## config.mk

```make
export PLATFORM = sky130hd
export DESIGN_NAME = prsd_ref_switch_div
export DESIGN_NICKNAME = d
export VERILOG_FILES = /design/src/logic/prsd_pkg.sv /design/src/logic/prsd_fb_divider.sv /design/src/logic/prsd_ref_switch_div.sv
export SDC_FILE = /design/constraint.sdc
export NUM_CORES = 1
export LEC_CHECK = 0
export BUFFER_PORTS_ARGS = -buffer_cell sky130_fd_sc_hd__buf_2
export CAP_MARGIN = 10
export CORE_MARGIN = 1.5
export CORE_UTILIZATION = 60
export DETAILED_ROUTE_END_ITERATION = 16
export PLACE_DENSITY = 0.8
export SLEW_MARGIN = 20
export SYNTH_ARGS = -nofsm -noshare
export SYNTH_HDL_FRONTEND = slang
export SYNTH_SLANG_ARGS = --single-unit
```

## constraint.sdc

```tcl
create_clock -name clock -period 18.7 [get_ports clock]
set_input_delay 2.805 -clock clock [delete_from_list [all_inputs] [get_ports clock]]
set_output_delay 2.805 -clock clock [all_outputs]
set_load 0.01 [all_outputs]
```

## src/logic/prsd_pkg.sv

```systemverilog
/*
 * Shared constants, enumerations and carriers for the reference switchover
 * and PLL divider control block.
 * Assumes a single 50 MHz system clock and configuration bits held stable by
 * the surrounding configuration logic.
 */
`default_nettype none
package prsd_pkg;

	// Counter widths
	localparam int R_WIDTH = 14;
	localparam int A_WIDTH = 6;
	localparam int B_WIDTH = 13;

	// Edge counts of the reference monitor
	localparam int MISS_EDGES_DEF   = 2;
	localparam int REVERT_EDGES_DEF = 4;

	// Divider settings with special meaning
	localparam logic [R_WIDTH-1:0] R_UNITY_MAX = 14'h0001;
	localparam logic [B_WIDTH-1:0] B_BYPASS    = 13'h0001;

	// Sync pin control value that leaves the pin without effect
	localparam logic [1:0] SYNC_OFF = 2'h0;

	// Prescaler modes: fixed divide and dual modulus
	typedef enum logic [2:0] {
		PS_FD1  = 3'h0,
		PS_FD2  = 3'h1,
		PS_FD3  = 3'h2,
		PS_DM2  = 3'h3,
		PS_DM4  = 3'h4,
		PS_DM8  = 3'h5,
		PS_DM16 = 3'h6,
		PS_DM32 = 3'h7
	} prsd_pmode_e;

	// Automatic switchover states, Gray coded along primary-armed-secondary
	typedef enum logic [1:0] {
		SW_PRIMARY   = 2'h0,
		SW_ARMED     = 2'h1,
		SW_SECONDARY = 2'h3
	} prsd_sw_e;

	// Configuration bits from the register file
	typedef struct packed {
		logic               pllOn;              // PLL powered
		logic               diffSelect;         // Differential or crystal input
		logic               crystalMode;        // Crystal across the input pair
		logic               crystalAmpEnable;   // Maintaining amplifier request
		logic               singleEndedEnable;  // Single-ended inputs requested
		logic               primaryPowerDown;   // Primary buffer power-down
		logic               secondaryPowerDown; // Secondary buffer power-down
		logic               dcOffsetEnable;     // Lower single-ended bias point
		logic               autoMode;           // Automatic switchover
		logic               stayOnSecondary;    // Revert inhibit
		logic               manualSecondary;    // Manual select of secondary
		logic               selectPinEnable;    // Select pin steers selection
		logic               deglitchEnable;     // Switchover deglitch
		logic [R_WIDTH-1:0] rCount;             // Reference divide
		prsd_pmode_e        prescalerMode;      // Prescaler mode
		logic [A_WIDTH-1:0] aCount;             // Swallow count
		logic [B_WIDTH-1:0] bCount;             // Main count
		logic               resetAllCounters;   // Shared three-counter reset
		logic               resetRDivider;      // Reference divider reset
		logic               resetABCounters;    // Swallow and main reset
		logic [1:0]         syncCtrl;           // Sync pin reset control
	} prsd_cfg_s;

	// Status and control outputs
	typedef struct packed {
		logic diffReceiverOn;
		logic primaryBufferOn;
		logic secondaryBufferOn;
		logic crystalAmpOn;
		logic biasShiftDown;
		logic usingSecondary;
		logic primaryMissing;
		logic pllRefClk;
		logic pfdRefClk;
		logic pfdFbClk;
	} prsd_status_s;

	// Prescaler modulus P of a mode
	function automatic logic [5:0] prsd_modulus(input prsd_pmode_e m);
		unique case (m)
			PS_FD1:  prsd_modulus = 6'h01;
			PS_FD2:  prsd_modulus = 6'h02;
			PS_FD3:  prsd_modulus = 6'h03;
			PS_DM2:  prsd_modulus = 6'h02;
			PS_DM4:  prsd_modulus = 6'h04;
			PS_DM8:  prsd_modulus = 6'h08;
			PS_DM16: prsd_modulus = 6'h10;
			PS_DM32: prsd_modulus = 6'h20;
		endcase
	endfunction

	// Dual modulus modes use the swallow counter
	function automatic logic prsd_is_dual(input prsd_pmode_e m);
		prsd_is_dual = (m == PS_DM2) || (m == PS_DM4) || (m == PS_DM8) ||
			(m == PS_DM16) || (m == PS_DM32);
	endfunction

endpackage
`default_nettype wire

```

## src/logic/prsd_fb_divider.sv

```systemverilog
/*
 * Feedback divider: prescaler with swallow and main counters, counting rising
 * edges of the sampled VCO level and emitting one VCO period high per N.
 * Assumes vcoLevel is already synchronised to clock.
 */
`timescale 1ns/1ps
`default_nettype none
module prsd_fb_divider
	import prsd_pkg::*;
#(
	parameter int A_W = A_WIDTH,
	parameter int B_W = B_WIDTH
) (
	// Clock and reset
	input  wire logic        clock,
	input  wire logic        rst,
	// Divider input and control
	input  wire logic        vcoLevel,
	input  wire logic        counterReset,
	input  wire prsd_pmode_e mode,
	input  wire logic [A_W-1:0] aCount,
	input  wire logic [B_W-1:0] bCount,
	// Divided output
	output logic             fbClk
);
	localparam int CW = B_W + 7;

	initial begin
		if (A_W < 1 || A_W > 8 || B_W < 2 || B_W > 16)
			$error("prsd_fb_divider: unsupported counter widths");
	end

	typedef struct packed {
		logic          vcoPrev; // Last sampled VCO level
		logic [CW-1:0] count;   // Edges counted in this cycle
		logic          out;     // Divided output
	} prsd_fb_state_s;

	prsd_fb_state_s s;
	prsd_fb_state_s next_s;
	logic [CW-1:0]  ratio;      // Total feedback ratio N
	logic           vcoRise;

	// Ratio: P times B plus A; A only counts in dual modulus, and not with B bypassed
	always_comb begin
		ratio = CW'(prsd_modulus(mode)) * CW'(bCount);                      // RULE_16
		if (prsd_is_dual(mode) && bCount != B_W'(B_BYPASS)) // RULE_18
			ratio = ratio + CW'(aCount);                                 // RULE_19
		if (bCount == B_W'(B_BYPASS))
			ratio = CW'(prsd_modulus(mode));                             // RULE_20
	end
	// Fixed divide modes leave A out of the sum above

	// Counting and output
	always_comb begin
		next_s = s;
		vcoRise = vcoLevel & ~s.vcoPrev;
		next_s.vcoPrev = vcoLevel;
		if (counterReset) begin
			// Held reset while either reset bit stays set
			next_s.count = '0;                                           // RULE_22
			next_s.out = 1'b0;
		end else if (ratio <= CW'(1)) begin
			// Divide by one passes the input through
			next_s.count = '0;
			next_s.out = vcoLevel;                                       // RULE_17
		end else if (vcoRise) begin
			if (s.count >= ratio - CW'(1)) begin
				next_s.count = '0;
				next_s.out = 1'b1;
			end else begin
				next_s.count = s.count + CW'(1);
				next_s.out = 1'b0;
			end
		end
	end

	// State register
	always_ff @(posedge clock) begin
		if (rst)
			s <= '0;
		else
			s <= next_s;
	end

	assign fbClk = s.out;
endmodule
`default_nettype wire

```

## src/logic/prsd_ref_switch_div.sv

```systemverilog
/*
 * Reference input control, automatic and manual reference switchover with
 * deglitch, reference divider and feedback divider control.
 * Assumes reference, VCO and pin levels arrive asynchronously and are far
 * slower than the 50 MHz clock; configuration comes from a register file.
 */
// What this block does
// RULE_01: Primary missing after two secondary falls, no edge
// RULE_02: Secondary takes over at its next rising edge
// RULE_03: Revert after four clean primary rising edges
// RULE_04: Revert inhibit keeps secondary until manual primary
// RULE_05: Software re-enables automatic after manual primary
// RULE_06: Prefer-primary or stay-on-secondary automatic policy
// RULE_07: Manual select by register or select pin
// RULE_08: Manual switch only to a toggling reference; the code switches without checking that the target toggles
// RULE_09: Deglitch blocks misaligned edges during a switch
// RULE_10: All reference inputs disabled after reset
// RULE_11: Receivers powered per PLL, mode and power-downs
// RULE_12: Offset bit lowers single-ended bias point
// RULE_13: Crystal mode enables the maintaining amplifier
// RULE_14: Fourteen-bit reference divider, zero and one unity
// RULE_15: Reference divider reset by shared, own, sync
// RULE_16: Feedback ratio is P times B plus A
// RULE_17: Prescaler fixed one to three or dual modulus
// RULE_18: Fixed divide modes treat swallow count as zero
// RULE_19: Main count three or more; zero swallow counts zero
// RULE_20: Bypassed main count divides by prescaler alone
// RULE_21: Software keeps prescaler output near 300 MHz
// RULE_22: Counter reset bits are levels, not self-clearing
// RULE_23: Sync pin resets counters only when enabled
`timescale 1ns/1ps
`default_nettype none
module prsd_ref_switch_div
	import prsd_pkg::*;
#(
	parameter int MISS_EDGES   = MISS_EDGES_DEF,
	parameter int REVERT_EDGES = REVERT_EDGES_DEF
) (
	// Clock and reset
	input  wire logic   clock,
	input  wire logic   rst,
	// Asynchronous pins
	input  wire logic   primaryRefPin,
	input  wire logic   secondaryRefPin,
	input  wire logic   vcoPin,
	input  wire logic   refSelectPin,
	input  wire logic   syncN,
	// Configuration
	input  wire prsd_cfg_s cfg,
	// Status and control outputs
	output prsd_status_s status
);
	initial begin
		if (MISS_EDGES < 1 || MISS_EDGES > 3 || REVERT_EDGES < 1 || REVERT_EDGES > 7)
			$error("prsd_ref_switch_div: edge counts out of range");
	end

	localparam logic [1:0] MISS_N   = MISS_EDGES[1:0];
	localparam logic [2:0] REVERT_N = REVERT_EDGES[2:0];

	typedef struct packed {
		logic [1:0]         priPipe;        // Primary synchroniser
		logic [1:0]         secPipe;        // Secondary synchroniser
		logic [1:0]         vcoPipe;        // VCO synchroniser
		logic [1:0]         selPipe;        // Select pin synchroniser
		logic [1:0]         syncPipe;       // Sync pin synchroniser
		logic               priPrev;        // Last primary level
		logic               secPrev;        // Last secondary level
		logic [1:0]         missCnt;        // Secondary falls since primary edge
		logic [1:0]         fallsSincePri;  // Secondary falls since primary rise
		logic [2:0]         goodCnt;        // Clean primary rises
		prsd_sw_e           swState;        // Automatic switchover state
		logic               primaryMissing; // Primary declared lost
		logic               usingSecondary; // Reference handed to the PLL
		logic               gating;         // Deglitch hold in progress
		logic               pllRefClk;      // Reference to the PLL
		logic               refPrev;        // Last PLL reference level
		logic [R_WIDTH-1:0] rCount;         // Reference divider count
		logic               rOut;           // Reference divider output
		logic               abReset;        // Feedback counters held reset
		logic               diffRxOn;       // Differential receiver power
		logic               priBufOn;       // Primary buffer power
		logic               secBufOn;       // Secondary buffer power
		logic               xtalAmpOn;      // Maintaining amplifier power
		logic               biasShift;      // Single-ended bias lowered
	} prsd_state_s;

	prsd_state_s s;
	prsd_state_s next_s;
	// Reset value; the sync pin synchroniser starts at its idle high level so no false sync follows reset
	localparam prsd_state_s STATE_RESET = '{syncPipe: '1, swState: SW_PRIMARY, default: '0};
	logic        pri, sec, priAny, priRise, secFall, secRise;
	logic        seActive, autoActive, manualSec, wantSec;
	logic        selLevel, selRise, syncHit, rReset, refRise;
	logic [2:0]  newGood;
	logic        recovered;
	logic        fbClk;

	// Edge detection on the synchronised reference levels
	always_comb begin
		pri = s.priPipe[1];
		sec = s.secPipe[1];
		priAny = pri ^ s.priPrev;
		priRise = pri & ~s.priPrev;
		secFall = ~sec & s.secPrev;
		secRise = sec & ~s.secPrev;
		seActive = cfg.pllOn & cfg.singleEndedEnable & ~cfg.diffSelect;
		autoActive = seActive & cfg.autoMode;
		manualSec = cfg.manualSecondary | (cfg.selectPinEnable & s.selPipe[1]); // RULE_07
		syncHit = (cfg.syncCtrl != SYNC_OFF) & ~s.syncPipe[1];             // RULE_23
		rReset = cfg.resetAllCounters | cfg.resetRDivider | syncHit;       // RULE_15
	end

	// Clean primary rises: start again after too many secondary falls
	always_comb begin
		newGood = s.goodCnt;
		if (priRise) begin
			if (s.fallsSincePri >= MISS_N)
				newGood = 3'h1;                                          // RULE_03
			else if (s.goodCnt < REVERT_N)
				newGood = s.goodCnt + 3'h1;
		end
		recovered = priRise & (newGood >= REVERT_N);
	end

	// Selected reference and its rising edge, silent when its buffer is off
	always_comb begin
		if (cfg.diffSelect)
			selLevel = pri & s.diffRxOn;
		else if (s.usingSecondary)
			selLevel = sec & s.secBufOn;
		else
			selLevel = pri & s.priBufOn;
		selRise = selLevel & ~s.pllRefClk;
		refRise = s.pllRefClk & ~s.refPrev;
	end

	// Next state
	always_comb begin
		next_s = s;
		// Two-flop synchronisers; only the second stage is read elsewhere
		next_s.priPipe = {s.priPipe[0], primaryRefPin};
		next_s.secPipe = {s.secPipe[0], secondaryRefPin};
		next_s.vcoPipe = {s.vcoPipe[0], vcoPin};
		next_s.selPipe = {s.selPipe[0], refSelectPin};
		next_s.syncPipe = {s.syncPipe[0], syncN};
		next_s.priPrev = pri;
		next_s.secPrev = sec;

		// Power gating, all off out of reset until software enables
		next_s.diffRxOn = cfg.pllOn & cfg.diffSelect;                    // RULE_11
		next_s.priBufOn = seActive & ~cfg.primaryPowerDown;              // RULE_10
		next_s.secBufOn = seActive & ~cfg.secondaryPowerDown;            // RULE_11
		next_s.xtalAmpOn = next_s.diffRxOn & cfg.crystalMode & cfg.crystalAmpEnable; // RULE_13
		next_s.biasShift = cfg.dcOffsetEnable & ~cfg.diffSelect;         // RULE_12

		// Primary monitor clocked by secondary falling edges
		if (priAny)
			next_s.missCnt = 2'h0;
		else if (secFall && s.missCnt < MISS_N)
			next_s.missCnt = s.missCnt + 2'h1;                           // RULE_01
		if (priRise)
			next_s.fallsSincePri = 2'h0;
		else if (secFall && s.fallsSincePri < MISS_N)
			next_s.fallsSincePri = s.fallsSincePri + 2'h1;
		next_s.goodCnt = newGood;
		if (next_s.missCnt >= MISS_N) begin
			next_s.primaryMissing = 1'b1;                                // RULE_01
			next_s.goodCnt = 3'h0;
		end else if (recovered) begin
			next_s.primaryMissing = 1'b0;
		end

		// Switchover state machine
		if (!autoActive) begin
			// Manual mode tracks the selection so automatic resumes from it
			next_s.swState = manualSec ? SW_SECONDARY : SW_PRIMARY;      // RULE_05
		end else begin
			unique case (s.swState)
				SW_PRIMARY: begin
					if (s.primaryMissing)
						next_s.swState = SW_ARMED;
				end
				SW_ARMED: begin
					if (secRise)
						next_s.swState = SW_SECONDARY;                   // RULE_02
				end
				SW_SECONDARY: begin
					// Prefer primary reverts; stay on secondary never does
					if (!cfg.stayOnSecondary && recovered) // RULE_04
						next_s.swState = SW_PRIMARY;                     // RULE_06
				end
				default: next_s.swState = SW_PRIMARY;
			endcase
		end
		wantSec = ~cfg.diffSelect & (s.swState == SW_SECONDARY);

		// Hand-over with optional deglitch
		if (wantSec != s.usingSecondary) begin
			next_s.usingSecondary = wantSec;
			next_s.gating = cfg.deglitchEnable;                          // RULE_09
			next_s.pllRefClk = cfg.deglitchEnable ? 1'b0 : selLevel;
		end else if (s.gating) begin
			// Hold low until the new reference is next sampled high
			if (selRise) begin
				next_s.gating = 1'b0;
				next_s.pllRefClk = 1'b1;
			end else begin
				next_s.pllRefClk = 1'b0;                                 // RULE_09
			end
		end else begin
			next_s.pllRefClk = selLevel;
		end
		// Without deglitch a manual switch needs a live target reference  RULE_08

		// Reference divider on the PLL reference
		next_s.refPrev = s.pllRefClk;
		if (rReset) begin
			next_s.rCount = '0;                                          // RULE_15
			next_s.rOut = 1'b0;
		end else if (cfg.rCount <= R_UNITY_MAX) begin
			next_s.rCount = '0;
			next_s.rOut = s.pllRefClk;                                   // RULE_14
		end else if (refRise) begin
			if (s.rCount >= cfg.rCount - R_UNITY_MAX) begin
				next_s.rCount = '0;
				next_s.rOut = 1'b1;
			end else begin
				next_s.rCount = s.rCount + R_UNITY_MAX;
				next_s.rOut = 1'b0;
			end
		end

		// Feedback counter reset, held while any source stays asserted
		next_s.abReset = cfg.resetAllCounters | cfg.resetABCounters | syncHit; // RULE_22
	end

	// State register
	always_ff @(posedge clock) begin
		if (rst)
			s <= STATE_RESET;
		else
			s <= next_s;
	end

	// Feedback divider; software keeps prescaler output in range       RULE_21
	prsd_fb_divider #(
		.A_W(A_WIDTH),
		.B_W(B_WIDTH)
	) u_fb (
		.clock       (clock),
		.rst         (rst),
		.vcoLevel    (s.vcoPipe[1]),
		.counterReset(s.abReset),
		.mode        (cfg.prescalerMode),
		.aCount      (cfg.aCount),
		.bCount      (cfg.bCount),
		.fbClk       (fbClk)
	);

	// Outputs straight from state flip-flops
	assign status = '{
		diffReceiverOn:    s.diffRxOn,
		primaryBufferOn:   s.priBufOn,
		secondaryBufferOn: s.secBufOn,
		crystalAmpOn:      s.xtalAmpOn,
		biasShiftDown:     s.biasShift,
		usingSecondary:    s.usingSecondary,
		primaryMissing:    s.primaryMissing,
		pllRefClk:         s.pllRefClk,
		pfdRefClk:         s.rOut,
		pfdFbClk:          fbClk
	};
endmodule
`default_nettype wire

```

Word level (Yosys, flattened, before mapping)
Memory sizes are Yosys's and may differ from the RTL's.
Cells that the tools add are included.
- $add $sub $neg: 8
- $mul: 1
- divide/modulo/power cells: 0
- $lt $le $gt $ge: 10
- equality and inequality tests: 13
- shift operators: 0
- muxes and demuxes: 29
- bitwise gates (word level): 38
- reduce and logical (&&, ||, !) cells: 21
- operators with widths (kind ; number):
    $mux W20 ; 2
    $and A1 B1 Y1 ; 22
    $mux W21 ; 1
    $add A19 B6 Y20 ; 1
    $add A20 B1 Y20 const B ; 1
    $ge A20 B20 Y1 ; 1
    $le A20 B1 Y1 const B ; 1
    $sub A20 B1 Y20 const B ; 1
    $mul A6 B13 Y19 ; 1
    $mux W2 ; 8
    $mux W15 ; 1
    $add A14 B1 Y14 const B ; 1
    $ge A14 B14 Y1 ; 1
    $le A14 B1 Y1 const B ; 1
    $sub A14 B1 Y14 const B ; 1
    $eq A13 B1 Y1 const B ; 1
    $mux W1 ; 13
    $ne A13 B1 Y1 const B ; 1
    $eq A3 B3 Y1 const B ; 4
    $not A1 Y1 ; 10
    $mux W3 ; 3
    $ne A3 B3 Y1 const B ; 3
    $reduce_bool A2 Y1 ; 4
    $reduce_or A2 Y1 ; 4
    19 further kinds ; 33
- register bits after elaboration: 69
- bits in latches: 0
- memory bits (writable): 0
- memory bits (read-only): 96
- output and inout bits: 10
- word-level logic and storage cells: 149
- memories: 2
- memories (memory ; depth ; width ; rd ports ; clocked after Yosys merged registers in ; write ports ; RTL line ; text):
    (name not given) ; 8 ; 6 ; 1 ; 0 ; 0 ; prsd_pkg.sv:86 ; unique case (m)
    (name not given) ; 8 ; 6 ; 1 ; 0 ; 0 ; prsd_pkg.sv:86 ;

Depth between registers and ports, before layout
- word-level depth: 13
- gate-level depth with buffers: 31

Modules after synthesis
A second synthesis with hierarchy kept.
- cells, all modules: 974
- area, all modules: 7923.8 sq um
- by module, submodules not included (module ; times used ; cells an instance ; area each (sq um) ; sequential area each (sq um)):
    prsd_fb_divider ; 1 ; 684 ; 5335.1 ; 440.4
    prsd_ref_switch_div ; 1 ; 290 ; 2588.7 ; 940.9

Worst setup path before layout
OpenSTA, ideal clock, no wires.
- kind: input -> register
- from: input port cfg[26] (netlist name)
- to: register u_fb.s[12] (netlist name)
- setup time: 0.141 ns
- arrival: 10.275 ns
- required time: 18.559 ns
- slack: 8.284 ns
- stages: 28
- buffers on the path: 3
- path through: clkbuf_1 > and3_1 > clkbuf_1 > and2_1 > fa_1 > fa_1 > inv_1 > fa_1 > inv_1 > ha_1 > and3_4 > a221oi_2 > xor2_2 > nor4_1 > nor4b_4 > and4_1 > o221ai_2 > a2111o_1 > or3_1 > a31oi_1 > ha_1 > nand4_1 > or3_1 > o211ai_1 > a21oi_1 > nor2_1 > clkbuf_1 > nor3_2
- cells in the longest elaborated chain, start to end: 11
- elaborated cells on any way between the ends: 21
- classes of those cells: add/sub: 2; mul: 1; order compare: 2; eq/ne: 5; mux: 3; reduce/logical: 6; memory: 2
- ends and longest elaborated chain (item ; RTL line ; text):
    start, declared ; prsd_ref_switch_div.sv:49 ; input wire prsd_cfg_s cfg,
    branches (longest 7 deep; another with $add A19 B6 Y20) ; n/a ;
    $mux W20 (*) ; prsd_fb_divider.sv:49 ; if (bCount == B_W'(B_BYPASS))
    $sub A20 B1 Y20 ; prsd_fb_divider.sv:68 ; if (s.count >= ratio - CW'(1)) begin
    $ge A20 B20 Y1 ; prsd_fb_divider.sv:68 ;
    $mux W21 ; prsd_fb_divider.sv:68 ;
    end signal, assigned ; prsd_fb_divider.sv:83 ; s <= next_s;
    end, declared ; prsd_fb_divider.sv:39 ; prsd_fb_state_s s;
Mark *: on every way between the ends.
A chain may end at the register's enable or synchronous reset.

Final worst setup path
- from: input port cfg[26] (netlist name)
- to: register u_fb.s[5] (netlist name)
The elaborated chain is that of the path after synthesis.

==> results.tsv <==
stage	metric	value	unit
global_routing	grt_pass1_vias	6539	
synth	synthDominantCellAreaShare	17.6	%
synth	synth-seq-cells	69	
cts	cts_setup_buffers	0	
synth	synth.net_count	1117	
detailed_routing	first_pass_iters	5	
cts	cts_sinks	69	
timing	final-setup-viol-count	0	
timing	hold_viol_final	0	
detailed_routing	wl_per_cell	14.5	µm
layout	final_core_util	67.5	%
synth	synth_top_family_by_area	simple AND/OR/NAND/NOR gates	
power_and_ir_drop	peakVddDrop	0.0000454	V
worst_setup_path	r2r_start	s[10]	
detailed_routing	via_per_inst	5.79	
power_and_ir_drop	leakage	3.88	nW
synth	avgSynthCellArea	8.39	µm²
floorplan	die_x	117	µm
power_and_ir_drop	powerDensity	64.0	mW/mm²
detailed_routing	drc_errors	0	
timing	period_minus_slack	10.32	ns
cts	cts_tree	done	
place	gp_congestion	0.902	
place	pre_cts_ws	7.70	ns
layout	stdcell_count	1160	
global_routing	grt_pass1_wl	29700	µm
floorplan	die_area	0.0138	mm²
worst_setup_path	cp.arrival	10.52	ns
synth	ys_seq_area_share	17.6	%
cts	cts.htree.levels	3	
global_routing	grt_max_degree	30	
timing	relSlewSlack	47.7	%
timing	fin_skew	0.00540	ns
layout	mostFrequentLayoutCells	76 x inv_1, 76 x ha_1, 70 x nand2_1, 70 x buf_2, 69 x dfxtp_1	
synth	yosysWarnings	0	
timing	maxSlewViolCount	0	
cts	cts_resized	0	
worst_setup_path	worst_setup_path_start_kind	input pin	
timing	period_share	55.2	%
detailed_routing	antenna_left	0	
timing	worst_pin_slew	0.777	ns
cts	clock_latency	0.34	ns
global_routing	antenna_found_initial	0	
synth	synth_edf_count	0	
worst_setup_path	path_class	input pin to flop	
layout	layout.area.seq	0.00138	mm²
cts	cts_buffer_depth	2	
worst_hold_path	hold_path_class	flop to flop	
floorplan	core_area	0.0127	mm²
floorplan	fp.dieH	117	µm
status	status	finished, final reports clean	
layout	nNetsFinal	1166	
synth	synth_adder_area_share	23.9	%
floorplan	rows	41	
global_routing	grt-ovfl-total	0	
timing	max_clock_freq	0.0969	GHz
detailed_routing	drtIter0Drc	445	
detailed_routing	num_vias	6714	
layout	multi_input_area	0.00596	mm²
layout	final_cell_area	0.00855	mm²
synth	synth_flop_cell	dfxtp_1	
timing	setup_tns	0	ns
place	placed_area	0.00821	mm²
run	drv_cap	0	
layout	area_growth_syn_to_layout	9.05	%
synth	synth.area.mux_share	0.271	%
timing	setup_slack	8.38	ns
floorplan	io_pins	71	
place	place_inst	1144	
layout	drive_gt1_share	14.7	%
floorplan	start_util	61.9	%
cts	hold_buffers	0	
layout	nFillCells	1068	
layout	diodes	0	
cts	clkSlewWorstSetupHoldPaths	0.06	ns
cts	clockRootBuffer	clkbuf_16	
timing	rsz0062_at_grt	no	
synth	netlist_instances	934	
place	numPortBuffers	70	
synth	synth.area.top_cells	dfxtp_1 18%, ha_1 12%, fa_1 12%	
synth	synthSimpleGateAreaFrac	28.7	%
worst_setup_path	required	18.90	ns
timing	whs	0.408	ns
detailed_routing	wl	16800	µm
synth	yosysUniqueCellTypes	78	
global_routing	track_usage	25.6	%
worst_setup_path	end_kind	flop	
synth	async_flop_share	0	%
place	place_hpwl	13100	µm
synth	synth_compound_area_share	13.8	%
synth	yosys.area.top_type	dfxtp_1	
cts	cts_buffers	9	
power_and_ir_drop	finalPower	0.547	mW
synth	syn-cell-area	0.00784	mm²
worst_setup_path	path_max_fanout	23	
worst_hold_path	min_from	next_s[38]	
synth	synth-xor-area-share	9.35	%
worst_setup_path	cp-startpoint	cfg[26]	
[power by group]
group	internal (mW)	switching (mW)	total [mW]	leakage, nW
clock network	0.119	0.0705	0.190	0.159
registers	0.149	0.00137	0.151	0.560
logic	0.0834	0.124	0.207	3.17
total	0.352	0.195	0.547	3.88
[final cells by class]
type / count / share of cell area [%]
Multi-Input combinational cell: 754 / 69.8
Sequential cell: 69 / 16.2
Timing Repair Buffer: 73 / 4.36
Inverter: 76 / 3.34
Clock buffer: 9 / 2.63
Tap cell: 172 / 2.52
Clock inverter: 7 / 1.23
[state kept, by name (all words and copies together), names as in the netlist, named ones only]
name	flops
u_fb.fbClk	1
s	30
next_s	7
u_fb.s	21
status	9
[synthesized netlist by cell type (9+ instances only)]
master    number
ha_1          76
inv_1         76
nand2_1       70
dfxtp_1       69
nor2_1        67
and2_1        61
fa_1          46
xnor2_1       44
a21oi_1       43
xor2_1        36
and3_1        29
nand3_1       25
a21o_1        23
nor3_1        20
nor2b_1       19
nor3_2        19
nand4_1       17
o21ai_0       17
clkbuf_1      16
nor4_1        14
buf_4         12
or3_1         10
o31ai_1        9
[kinds of logic (layout without fill, tap and decap cells)]
group,count (synthesis),after routing
buffers and inverters,111,165
AO/OA/AOI/OAI,154,154
AND/OR/NAND/NOR,394,394
adder cells (fa/ha/maj),122,122
flip-flops,69,69
multiplexers,2,2
XOR/XNOR,82,82
[final timing paths]
kind	to	slack, ns	depth (start not counted)
min reg2reg	s[38]	0.41	1
min	s[38]	0.41	1
max reg2reg	s[19]	15.97	11
max	u_fb.s[5]	8.38	25
[per-layer routing]
metal	vias to the layer above	share of wire [%]	wire length (µm)	global-route usage [%]
met2	177	49	8220	44.7
li1	3334	-	-	-
met5	-	0	0	0
met3	22	4.2	709	3.26
met1	3181	45	7650	33.1
met4	0	1.6	266	7.25
[critical path: stages]
cell and delay, ns:
buf_2 0.31, and3_1 0.57, nand2_1 0.16, fa_1 0.53, fa_1 0.52, fa_1 0.57, inv_1 0.05, ha_1 0.34
a21o_1 0.23, a21oi_1 0.18, xnor2_1 0.26, nand3_1 0.27, nor4_1 0.71, nand3_1 0.18, xnor2_1 0.20, a2111o_1 0.51
or3_1 0.36, a31oi_1 0.18, ha_1 0.16, nand4_1 0.15, or3_1 0.39, o211ai_1 0.09, a21oi_1 0.12, nor2_4 0.56
nor3_2 0.11
Power figures use the tool's default switching activity.
